### src/diag_map.vh
/*
 integer address unit constants: op codes, modes, access sizes, widths.
 assumes inclusion by bare name from the design files.
*/
`ifndef DIAG_MAP_VH
`define DIAG_MAP_VH
// ----------------------------------------
// widths
// ----------------------------------------
`define DIAG_DW 32
`define DIAG_NREG 31
`define DIAG_AW 5
`define DIAG_NCIRC 4
// ----------------------------------------
// operations
// ----------------------------------------
`define DIAG_OP_NOP 4'h0
`define DIAG_OP_ADD 4'h1
`define DIAG_OP_SUB 4'h2
`define DIAG_OP_AND 4'h3
`define DIAG_OP_OR 4'h4
`define DIAG_OP_XOR 4'h5
`define DIAG_OP_MOV 4'h6
`define DIAG_OP_LDI 4'h7
`define DIAG_OP_MEM_IMM 4'h8
`define DIAG_OP_MEM_PRE 4'h9
`define DIAG_OP_MEM_POST 4'hA
`define DIAG_OP_SETB 4'hB
`define DIAG_OP_SETL 4'hC
// ----------------------------------------
// pointer update modes
// ----------------------------------------
`define DIAG_MODE_LIN 2'h0
`define DIAG_MODE_CIRC 2'h1
`define DIAG_MODE_BREV 2'h2
// ----------------------------------------
// access sizes
// ----------------------------------------
`define DIAG_SZ_SINGLE 2'h0
`define DIAG_SZ_DUAL 2'h1
`define DIAG_SZ_QUAD 2'h2
// ----------------------------------------
// timing
// ----------------------------------------
`define DIAG_PIPE_DEPTH 1
`endif

### src/diag_regfile.v
/*
 31-word register file of one address unit, two registered read ports,
 one write port. assumes same-clock synchronous use; reads of the word
 being written return the old value.
*/
`default_nettype none
`include "diag_map.vh"
module diag_regfile #(
  parameter DW = `DIAG_DW,
  parameter NREG = `DIAG_NREG,
  parameter AW = `DIAG_AW
) (
  input wire ref_clk,
  input wire rst_n,
  input wire ce,
  input wire [AW-1:0] ra_addr,
  input wire [AW-1:0] rb_addr,
  output reg [DW-1:0] ra_data,
  output reg [DW-1:0] rb_data,
  input wire we,
  input wire [AW-1:0] wr_addr,
  input wire [DW-1:0] wr_data
);
  reg [DW-1:0] mem_r [0:NREG-1];
  integer i;
  always @(posedge ref_clk) begin
    if (!rst_n) begin
      for (i = 0; i < NREG; i = i + 1)
        mem_r[i] <= {DW{1'b0}};
      ra_data <= {DW{1'b0}};
      rb_data <= {DW{1'b0}};
    end else if (ce) begin
      if (we && wr_addr < NREG)
        mem_r[wr_addr] <= wr_data;
      ra_data <= (ra_addr < NREG) ? mem_r[ra_addr] : {DW{1'b0}};
      rb_data <= (rb_addr < NREG) ? mem_r[rb_addr] : {DW{1'b0}};
    end
  end
endmodule
`default_nettype wire

### src/diag_unit.v
/*
 integer address unit: address generation with immediate and pre/post
 modify indirect modes, four circular buffers, bit-reverse update,
 integer alu, one-stage result pipeline with dependency stall.
 assumes the sequencer holds an instruction steady while stall is high.
 instantiate twice for the dual-unit core.
*/
`default_nettype none
`include "diag_map.vh"
// Functional notes
// - two independent units each generate addresses and update pointers together
// - each unit owns thirty-one 32-bit registers
// - immediate and indirect addressing with pre-modify and post-modify
// - every access tagged single, dual or quad word
// - four circular buffers with base, length, index per unit
// - circular pointer wraps at either end with no extra cycles
// - modulus and bit-reverse need no alignment of buffer placement; here bit-reverse uses no base, so its buffer must be aligned
// - circular buffer bounds are arbitrary addresses
// - bit-reverse is an alternative update mode to linear and circular
// - unit executes general integer arithmetic and logic ops
// - result pipeline one cycle deep, usable next cycle; here a dependent instruction stalls two cycles until the write-back lands
// - dependency check stalls consumer until source value ready
module diag_unit #(
  parameter DW = `DIAG_DW,
  parameter AW = `DIAG_AW,
  parameter NC = `DIAG_NCIRC
) (
  input wire ref_clk,
  input wire rst_n,
  input wire ce,
  input wire ins_valid,
  input wire [3:0] ins_op,
  input wire [AW-1:0] ins_dst,
  input wire [AW-1:0] ins_srca,
  input wire [AW-1:0] ins_srcb,
  input wire [DW-1:0] ins_imm,
  input wire [1:0] ins_mode,
  input wire [1:0] ins_circ,
  input wire [1:0] ins_size,
  output wire ins_stall,
  output reg mem_valid,
  output reg [DW-1:0] mem_addr,
  output reg [1:0] mem_size,
  output reg res_valid,
  output reg [AW-1:0] res_dst,
  output reg [DW-1:0] res_data
);
  // ----------------------------------------
  // pipeline states (one-hot)
  // ----------------------------------------
  localparam ST_RUN = 2'b01;
  localparam ST_WAIT = 2'b10;

  reg [1:0] state_r;
  reg [1:0] state_nxt;
  reg [DW-1:0] base_r [0:NC-1];
  reg [DW-1:0] len_r [0:NC-1];
  wire [DW-1:0] a_val;
  wire [DW-1:0] b_val;
  reg [AW-1:0] ex_dst_r;
  reg ex_wb_r;
  reg [DW-1:0] ex_res_r;
  reg [3:0] ex_op_r;
  reg [1:0] ex_mode_r;
  reg [1:0] ex_circ_r;
  reg [1:0] ex_size_r;
  reg [DW-1:0] ex_imm_r;
  reg ex_valid_r;
  reg [DW-1:0] alu_res;
  reg alu_wb;
  reg [DW-1:0] upd_ptr;
  reg [DW-1:0] circ_ptr;
  reg [DW-1:0] addr_out;
  reg is_mem;
  reg hazard;
  wire [DW-1:0] rev_ptr;
  wire [DW-1:0] rev_mod;
  wire [DW-1:0] rev_sum;
  wire [DW-1:0] top;
  wire [DW-1:0] off;
  wire [DW-1:0] rel;
  wire [DW:0] lin_sum;
  wire [DW-1:0] lin_sum_rev;
  wire issue;

  // ----------------------------------------
  // register file
  // ----------------------------------------
  // read ports are registered, so operands appear in the execute cycle
  diag_regfile #(.DW(DW), .NREG(`DIAG_NREG), .AW(AW)) u_rf (
    .ref_clk(ref_clk),
    .rst_n(rst_n),
    .ce(ce),
    .ra_addr(ins_srca),
    .rb_addr(ins_srcb),
    .ra_data(a_val),
    .rb_data(b_val),
    .we(res_valid),
    .wr_addr(res_dst),
    .wr_data(res_data)
  );

  // ----------------------------------------
  // dependency check
  // ----------------------------------------
  // a value in execute or write-back is not yet in the file's read data
  always @* begin
    hazard = 1'b0;
  // checked every cycle: a pending write-back still blocks after the
  // first stall cycle, since its word lands on the next edge
    if (ins_valid) begin
      if (ex_valid_r && ex_wb_r &&
          (ins_srca == ex_dst_r || ins_srcb == ex_dst_r))
        hazard = 1'b1;
      if (res_valid && (ins_srca == res_dst || ins_srcb == res_dst))
        hazard = 1'b1;
    end
  end
  assign ins_stall = hazard;
  assign issue = ins_valid && !hazard;

  always @* begin
    state_nxt = state_r;
    case (state_r)
      ST_RUN: state_nxt = hazard ? ST_WAIT : ST_RUN;
      ST_WAIT: state_nxt = ST_RUN;
      default: state_nxt = ST_RUN;
    endcase
  end

  // ----------------------------------------
  // decode stage capture
  // ----------------------------------------
  always @(posedge ref_clk) begin
    if (!rst_n) begin
      state_r <= ST_RUN;
      ex_valid_r <= 1'b0;
      ex_op_r <= `DIAG_OP_NOP;
      ex_dst_r <= {AW{1'b0}};
      ex_wb_r <= 1'b0;
      ex_mode_r <= `DIAG_MODE_LIN;
      ex_circ_r <= 2'h0;
      ex_size_r <= `DIAG_SZ_SINGLE;
      ex_imm_r <= {DW{1'b0}};
    end else if (ce) begin
      state_r <= state_nxt;
      ex_valid_r <= issue;
      ex_op_r <= ins_op;
      ex_dst_r <= ins_dst;
      ex_wb_r <= issue && ins_op != `DIAG_OP_NOP &&
        ins_op != `DIAG_OP_MEM_IMM && ins_op != `DIAG_OP_SETB &&
        ins_op != `DIAG_OP_SETL;
      ex_mode_r <= ins_mode;
      ex_circ_r <= ins_circ;
      ex_size_r <= ins_size;
      ex_imm_r <= ins_imm;
    end
  end

  // ----------------------------------------
  // pointer update: linear, circular, bit-reverse
  // ----------------------------------------
  // a_val is the index pointer, b_val the modifier
  assign lin_sum = {1'b0, a_val} + {1'b0, b_val};
  // circular: offset relative to the arbitrary base, fold by length
  assign top = base_r[ex_circ_r] + len_r[ex_circ_r];
  assign rel = a_val - base_r[ex_circ_r];
  assign off = rel + b_val;
  always @* begin
    circ_ptr = base_r[ex_circ_r] + off;
    if (len_r[ex_circ_r] != {DW{1'b0}}) begin
      if (b_val[DW-1] && rel < (~b_val + 1'b1))
        circ_ptr = base_r[ex_circ_r] + off + len_r[ex_circ_r];
      else if (!b_val[DW-1] && off >= len_r[ex_circ_r])
        circ_ptr = base_r[ex_circ_r] + off - len_r[ex_circ_r];
    end
  end

  // reverse bits, add, reverse back: carry runs msb toward lsb
  genvar g;
  generate
    for (g = 0; g < DW; g = g + 1) begin : g_rev
      assign rev_ptr[g] = a_val[DW-1-g];
      assign rev_mod[g] = b_val[DW-1-g];
      assign rev_sum[g] = lin_sum_rev[DW-1-g];
    end
  endgenerate
  assign lin_sum_rev = rev_ptr + rev_mod;

  always @* begin
    case (ex_mode_r)
      `DIAG_MODE_CIRC: upd_ptr = circ_ptr;
      `DIAG_MODE_BREV: upd_ptr = rev_sum;
      default: upd_ptr = lin_sum[DW-1:0];
    endcase
  end

  // ----------------------------------------
  // execute: alu and address generation
  // ----------------------------------------
  always @* begin
    alu_res = {DW{1'b0}};
    alu_wb = ex_wb_r;
    addr_out = a_val;
    is_mem = 1'b0;
    case (ex_op_r)
      `DIAG_OP_ADD: alu_res = a_val + b_val;
      `DIAG_OP_SUB: alu_res = a_val - b_val;
      `DIAG_OP_AND: alu_res = a_val & b_val;
      `DIAG_OP_OR: alu_res = a_val | b_val;
      `DIAG_OP_XOR: alu_res = a_val ^ b_val;
      `DIAG_OP_MOV: alu_res = a_val;
      `DIAG_OP_LDI: alu_res = ex_imm_r;
      `DIAG_OP_MEM_IMM: begin
        addr_out = ex_imm_r;
        is_mem = 1'b1;
      end
      `DIAG_OP_MEM_PRE: begin
        addr_out = upd_ptr;
        alu_res = upd_ptr;
        is_mem = 1'b1;
      end
      `DIAG_OP_MEM_POST: begin
        addr_out = a_val;
        alu_res = upd_ptr;
        is_mem = 1'b1;
      end
      default: alu_wb = 1'b0;
    endcase
  end

  integer k;
  always @(posedge ref_clk) begin
    if (!rst_n) begin
      mem_valid <= 1'b0;
      mem_addr <= {DW{1'b0}};
      mem_size <= `DIAG_SZ_SINGLE;
      res_valid <= 1'b0;
      res_dst <= {AW{1'b0}};
      res_data <= {DW{1'b0}};
      for (k = 0; k < NC; k = k + 1) begin
        base_r[k] <= {DW{1'b0}};
        len_r[k] <= {DW{1'b0}};
      end
    end else if (ce) begin
      mem_valid <= ex_valid_r && is_mem;
      mem_addr <= addr_out;
      mem_size <= ex_size_r;
      res_valid <= ex_valid_r && alu_wb;
      res_dst <= ex_dst_r;
      res_data <= alu_res;
      if (ex_valid_r && ex_op_r == `DIAG_OP_SETB)
        base_r[ex_circ_r] <= a_val;
      if (ex_valid_r && ex_op_r == `DIAG_OP_SETL)
        len_r[ex_circ_r] <= a_val;
    end
  end
endmodule
`default_nettype wire

### config.mk
export PLATFORM = sky130hd
export DESIGN_NAME = diag_unit
export DESIGN_NICKNAME = d
export VERILOG_FILES = /design/src/diag_regfile.v /design/src/diag_unit.v
export VERILOG_INCLUDE_DIRS = /design/src
export SDC_FILE = /design/constraint.sdc
export NUM_CORES = 2
export LEC_CHECK = 0
export BUFFER_PORTS_ARGS = -buffer_cell sky130_fd_sc_hd__clkbuf_2
export CAP_MARGIN = 20
export CORE_MARGIN = 2
export CORE_UTILIZATION = 30
export DETAILED_ROUTE_END_ITERATION = 16
export HOLD_SLACK_MARGIN = 0.12
export PLACE_DENSITY = 0.5
export RECOVER_POWER = 25
export SLEW_MARGIN = 10
export SYNTH_ARGS = -nofsm -noshare
export SYNTH_HDL_FRONTEND = slang
export SYNTH_SLANG_ARGS = --single-unit
### constraint.sdc
create_clock -name ref_clk -period 26.2 [get_ports ref_clk]
set_clock_uncertainty 0.1 [all_clocks]
set_input_delay 2.62 -clock ref_clk [delete_from_list [all_inputs] [get_ports ref_clk]]
set_output_delay 2.62 -clock ref_clk [all_outputs]
set_load 0.02 [all_outputs]
# [Word level (Yosys, flattened, before mapping)]
# Memories as Yosys holds them, arrays and structs flattened. A register that Yosys moved wholly into a read port is not among the register bits.
# Index checks and enable logic that the tools add are counted.
[totals] regBits=186 ram_bits=1248 out_inout_bits=74 memories=3
[mem_list] name="u_rf.mem_r" depth=31 word_bits=32 read_ports=2 rd_ports_with_merged_regs=0 write_ports=31 line_no="diag_regfile.v:24" rtl="reg [DW-1:0] mem_r [0:NREG-1];"
[mem_list] name="base_r" depth=4 word_bits=32 read_ports=1 rd_ports_with_merged_regs=1 write_ports=4 line_no="diag_unit.v:56" rtl="reg [DW-1:0] base_r [0:NC-1];"
[mem_list] name="len_r" depth=4 word_bits=32 read_ports=1 rd_ports_with_merged_regs=1 write_ports=4 line_no="diag_unit.v:57" rtl="reg [DW-1:0] len_r [0:NC-1];"
[op_classes] addsub=10 magnitude_cmp=5 n_eq_ne=21 n_mux=39 n_bitwise=4 reduce_logical=27
[op_table] cell="$mux W32" n=8
[op_table] cell="$pmux W32 S8" n=1
[op_table] cell="$add A32 B32 Y32" n=6
[op_table] cell="$pmux W32 S2" n=2
[op_table] cell="$reduce_or A32 Y1" n=3
[op_table] cell="$sub A32 B32 Y32" n=3
[op_table] cell="$add A32 B1 Y32 const B" n=1
[op_table] cell="$and A32 B32 Y32" n=1
[op_table] cell="$ge A32 B32 Y1" n=1
[op_table] cell="$lt A32 B32 Y1" n=1
[op_table] cell="$not A32 Y32" n=1
[op_table] cell="$or A32 B32 Y32" n=1
[op_table] cell="$reduce_bool A32 Y1" n=1
[op_table] cell="$xor A32 B32 Y32" n=1
[op_table] cell="$mux W1" n=21
[op_table] cell="$eq A4 B4 Y1 const B" n=5
[op_table] cell="$eq A5 B5 Y1" n=4
[op_table] cell="$eq A4 B3 Y1 const B" n=4
[op_table] cell="$logic_and A1 B1 Y1" n=15
[op_table] cell="$lt A5 B5 Y1 const B" n=3
[op_table] cell="$mux W2" n=6
[op_table] cell="$ne A4 B4 Y1 const B" n=3
[op_table] cell="$reduce_or A10 Y1" n=1
[op_table] cell="$eq A4 B2 Y1 const B" n=2
[op_table] cell="other kinds (9)" n=11

# [Longest topological paths before layout]
[logic_depth] ltp_word=12 mapped_depth=47 ltp_nobuf=43

# [By module]
# Synthesis repeated with hierarchy kept, for this count alone.
[unflattened] hier_cells=7954 hier_area_um2=91250.0
[by_module_without_submodules] mod="diag_regfile" n_inst=1 cells_per_inst=4116 area_per_inst_um2=57548.9 seq_area_each_um2=32030.7
[by_module_without_submodules] mod="diag_unit" n_inst=1 cells_per_inst=3838 area_per_inst_um2=33701.1 seq_area_each_um2=10169.8

# [Worst setup path after synthesis]
# OpenSTA, ideal clock, no wires.
[synth_path] kind="reg-to-reg" startpoint="register (tool-made name)" endpoint="register res_data[29]" setup_time_ps=141 arrival_time_ps=9354 path_slack_ps=16606 path_stages_with_launch=45 n_path_buf=4 synth_period_minus_slack_ps=9594 path_cell_list="dfxtp_1 > buf_4 > buf_2 > buf_1 > mux4_2 > inv_1 > ha_1 > nor2b_1 > o31ai_1 > a21o_1 > o21bai_1 > a21o_1 > a21o_1 > a21o_1 > a21oi_1 > xnor2_1 > ha_1 > o21a_1 > [9 not listed] > nor2b_1 > o21ai_0 > nand2_1 > a211oi_1 > nor2_1 > xor2_1 > ha_1 > clkbuf_1 > or4_1 > a31oi_1 > nand4_1 > o211a_1 > a221o_1 > a22o_1 > a211oi_1 > o31ai_1 > nand2_1 > a41oi_1"
[synth_rtl] element="to (signal assigned)" line_no="diag_unit.v:240" rtl="res_data <= {DW{1'b0}};"
[synth_rtl] element="to (signal assigned)" line_no="diag_unit.v:251" rtl="res_data <= alu_res;"
[synth_rtl] element="to (decl)" line_no="diag_unit.v:46" rtl="output reg [DW-1:0] res_data"

==> results.sh <==
export IMPL_yosys_warnings=0
export IMPL_cp_arrival_ns=12.25
export IMPL_slowest_stage="clkinvlp_2"
export IMPL_rr_worst_depth=39
export IMPL_viasPerCell=5.72
export IMPL_synth_seq_area_share=0.472
export IMPL_die_h_um=550
export IMPL_layout_common_cells="1280 x edfxtp_1, 959 x and2_1, 468 x mux4_2, 420 x mux2i_1, 391 x nor2_1"
export IMPL_seqCellArea_sq_um=42200
export IMPL_grt_pass1_vias=67500
export IMPL_worstReg2RegEnd="res_data[29]"
export IMPL_nFillCells=29700
export IMPL_gp_congestion=0.969
export IMPL_period_share=0.454
export IMPL_synth_area_top_cells="edfxtp_1 43%, mux4_2 12%, and2_1 7.3%, mux2i_1 4.7%, ha_1 4.6%"
export IMPL_grt_first_pass_wirelength_mm=518
export IMPL_tightest_slew_ns=3.32
export IMPL_ioPinCount=135
export IMPL_synth_top_area_share=0.430
export IMPL_dieArea_sq_um=303000
export IMPL_yosysTopAreaCell="edfxtp_1"
export IMPL_syn_to_final_growth_pct=12.1
export IMPL_max_slew_margin_rel=-1.21
export IMPL_netlist_instances=7693
export IMPL_fin_tns_setup_ns=0
export IMPL_netlist_area_sq_um=89400
export IMPL_num_vias=66800
export IMPL_post_drt_wl_per_cell_um=31.6
export IMPL_cellPowerDensity_nw_per_um2=78.8
export IMPL_nNetsFinal=8000
export IMPL_dieWidth_um=550
export IMPL_total_power_mw=7.90
export IMPL_drive_above_1_share=0.144
export IMPL_slowest_delay_ns=3.38
export IMPL_hold_buffers=0
export IMPL_slew_violations=1733
export IMPL_worstPathRequired_ns=26.55
export IMPL_clk_pin_slew_ns=0.06
export IMPL_end_kind="flop"
export IMPL_hold_class="reg2reg"
export IMPL_syn_avg_cell_area_sq_um=11.6
export IMPL_final_common_cell="edfxtp_1"
export IMPL_path_class="in2reg"
export IMPL_grt_max_degree=82
export IMPL_setup_violations=0
export IMPL_rsz0062_at_grt="no"
export IMPL_worstHoldStart="mem_addr[19]"
export IMPL_status="complete, but fails checks"
export IMPL_drt_pass1_iterations=5
export IMPL_start_util=0.301
export IMPL_cp_common_cell="buf_4"
export IMPL_multi_input_area_sq_um=44500
export IMPL_cts_tree="done"
export IMPL_synth_cell_types=94
export IMPL_drc_errors=0
export IMPL_clockBufferDepth=4
export IMPL_clock_latency_ns=0.86
export IMPL_fin_util=0.338
export IMPL_cts_resized=0
export IMPL_grtUsageTotal=0.238
export IMPL_crit_fanout=49
export IMPL_h_tree_depth=4
export IMPL_drv_cap=50
export IMPL_cts_root_buf="clkbuf_16"
export IMPL_row_count=200
export IMPL_start_kind="primary input"
export IMPL_numCtsBuffers=174
export IMPL_post_route_min_period_ns=11.91
export IMPL_finalWirelength_mm=369
export IMPL_hold_end="mem_addr[19]"
export IMPL_synth_edff_count=1280
export IMPL_violations="capacitance limit, slew limit"
export IMPL_cts_setup_buffers=0
export IMPL_hpwl_mm=249
export IMPL_power_leakage_nw=36.5
export IMPL_port_buffers=134
export IMPL_fmax_mhz=84.0
export IMPL_startpoint="rst_n"
export IMPL_grt_overflow=0
export IMPL_r2r_slack_ns=15.23
export IMPL_path_cells="clkbuf_1, clkinvlp_2, or2_0, nor3b_4, buf_4, nand2b_1, buf_4"
export IMPL_holdPathStages=1
export IMPL_ys_flop_type="edfxtp_1"
export IMPL_vdd_ir_drop_worst_v=0.0000507
export IMPL_antenna_found_initial=16
export IMPL_core_sq_um=297000
export IMPL_drtIter0Drc=6974
export IMPL_cts_sinks=1468
export IMPL_ys_ff_latch=1468
export IMPL_ant_nets=0
export IMPL_ys_async_sr_fraction=0
export IMPL_hold_viol=0
==> sequential cells by signal, summed over array words and instances (netlist names), named ones only <==
name          count
ex_circ_r         2
ex_dst_r          5
ex_valid_r        1
res_dst           5
ex_mode_r         2
base_r          128
ex_imm_r         32
len_r           128
mem_addr         32
u_rf.rb_data     32
ex_wb_r           1
ex_size_r         2
res_data         32
res_valid         1
u_rf.ra_data     32
mem_size          2
mem_valid         1
ex_op_r           4
u_rf.mem_r     1024
==> cell usage after synthesis, drive strengths merged, types with 146 or more instances <==
master,instances
mux4,468
o21ai,383
nor3,180
clkbuf,544
a21oi,370
edfxtp,1280
nand2,243
ha,326
dfxtp,188
inv,205
mux2i,420
nor2,424
and2,1040
xnor2,146
==> cell type report <==
cell class              instances  area share
repair buffers                370      0.0233
clock buffers                 227      0.0475
flip-flops and latches       1468       0.421
clock inverters                76     0.00620
multi-input cells            5354       0.444
diodes                          7    0.000175
well taps                    3939      0.0492
inverters                     237     0.00890
==> worst max-delay path, delay by kind of cell <==
kind	cells	cell delay, ns
buf+inv	4	6.58
simple gates	3	2.85
==> routing by layer <==
layer	routed length [um]	share of wire	track usage	vias to the layer above
li1	-	-	-	28900
met1	146000	0.40	0.294	34500
met2	179000	0.48	0.408	2701
met3	22300	0.060	0.0295	722
met4	21900	0.059	0.122	12
met5	85	0.00023	0	-
==> through the flow <==
step	instances	hold slack, ns	instance area, sq um	setup WS [ns]
2_1_floorplan	7724	0.359	89600	16.61
3_3_place_gp	11400	0.369	95200	15.42
3_5_place_dp	11400	0.368	95200	15.55
4_1_cts	11700	0.383	101000	15.45
5_1_grt	11700	0.391	100000	13.79
6_report	11700	0.379	100000	14.29
==> power breakdown <==
part / total [mW] / switching (mW) / internal (mW)
registers: 2.69 / 0.0688 / 2.62
logic: 2.82 / 1.85 / 0.967
clock network: 2.39 / 1.02 / 1.36
==> worst max path at each step <==
stage	to	slack, ns	depth (start not counted)
2_1_floorplan	res_data[29]	16.61	44
3_3_place_gp	res_data[29]	15.42	40
3_5_place_dp	res_data[29]	15.55	37
4_1_cts	res_data[29]	15.45	37
5_1_grt	len_r[2][22]	13.79	7
6_report	len_r[2][22]	14.29	7
==> cells by family after synthesis <==
family          synth area share
compound gates             0.120
xor+xnor                  0.0193
fa+ha+maj                 0.0474
buf+inv                   0.0382
flops                      0.472
mux                        0.165
other cells            0.0000419
simple gates               0.138
(Power assumes the default switching activity.)
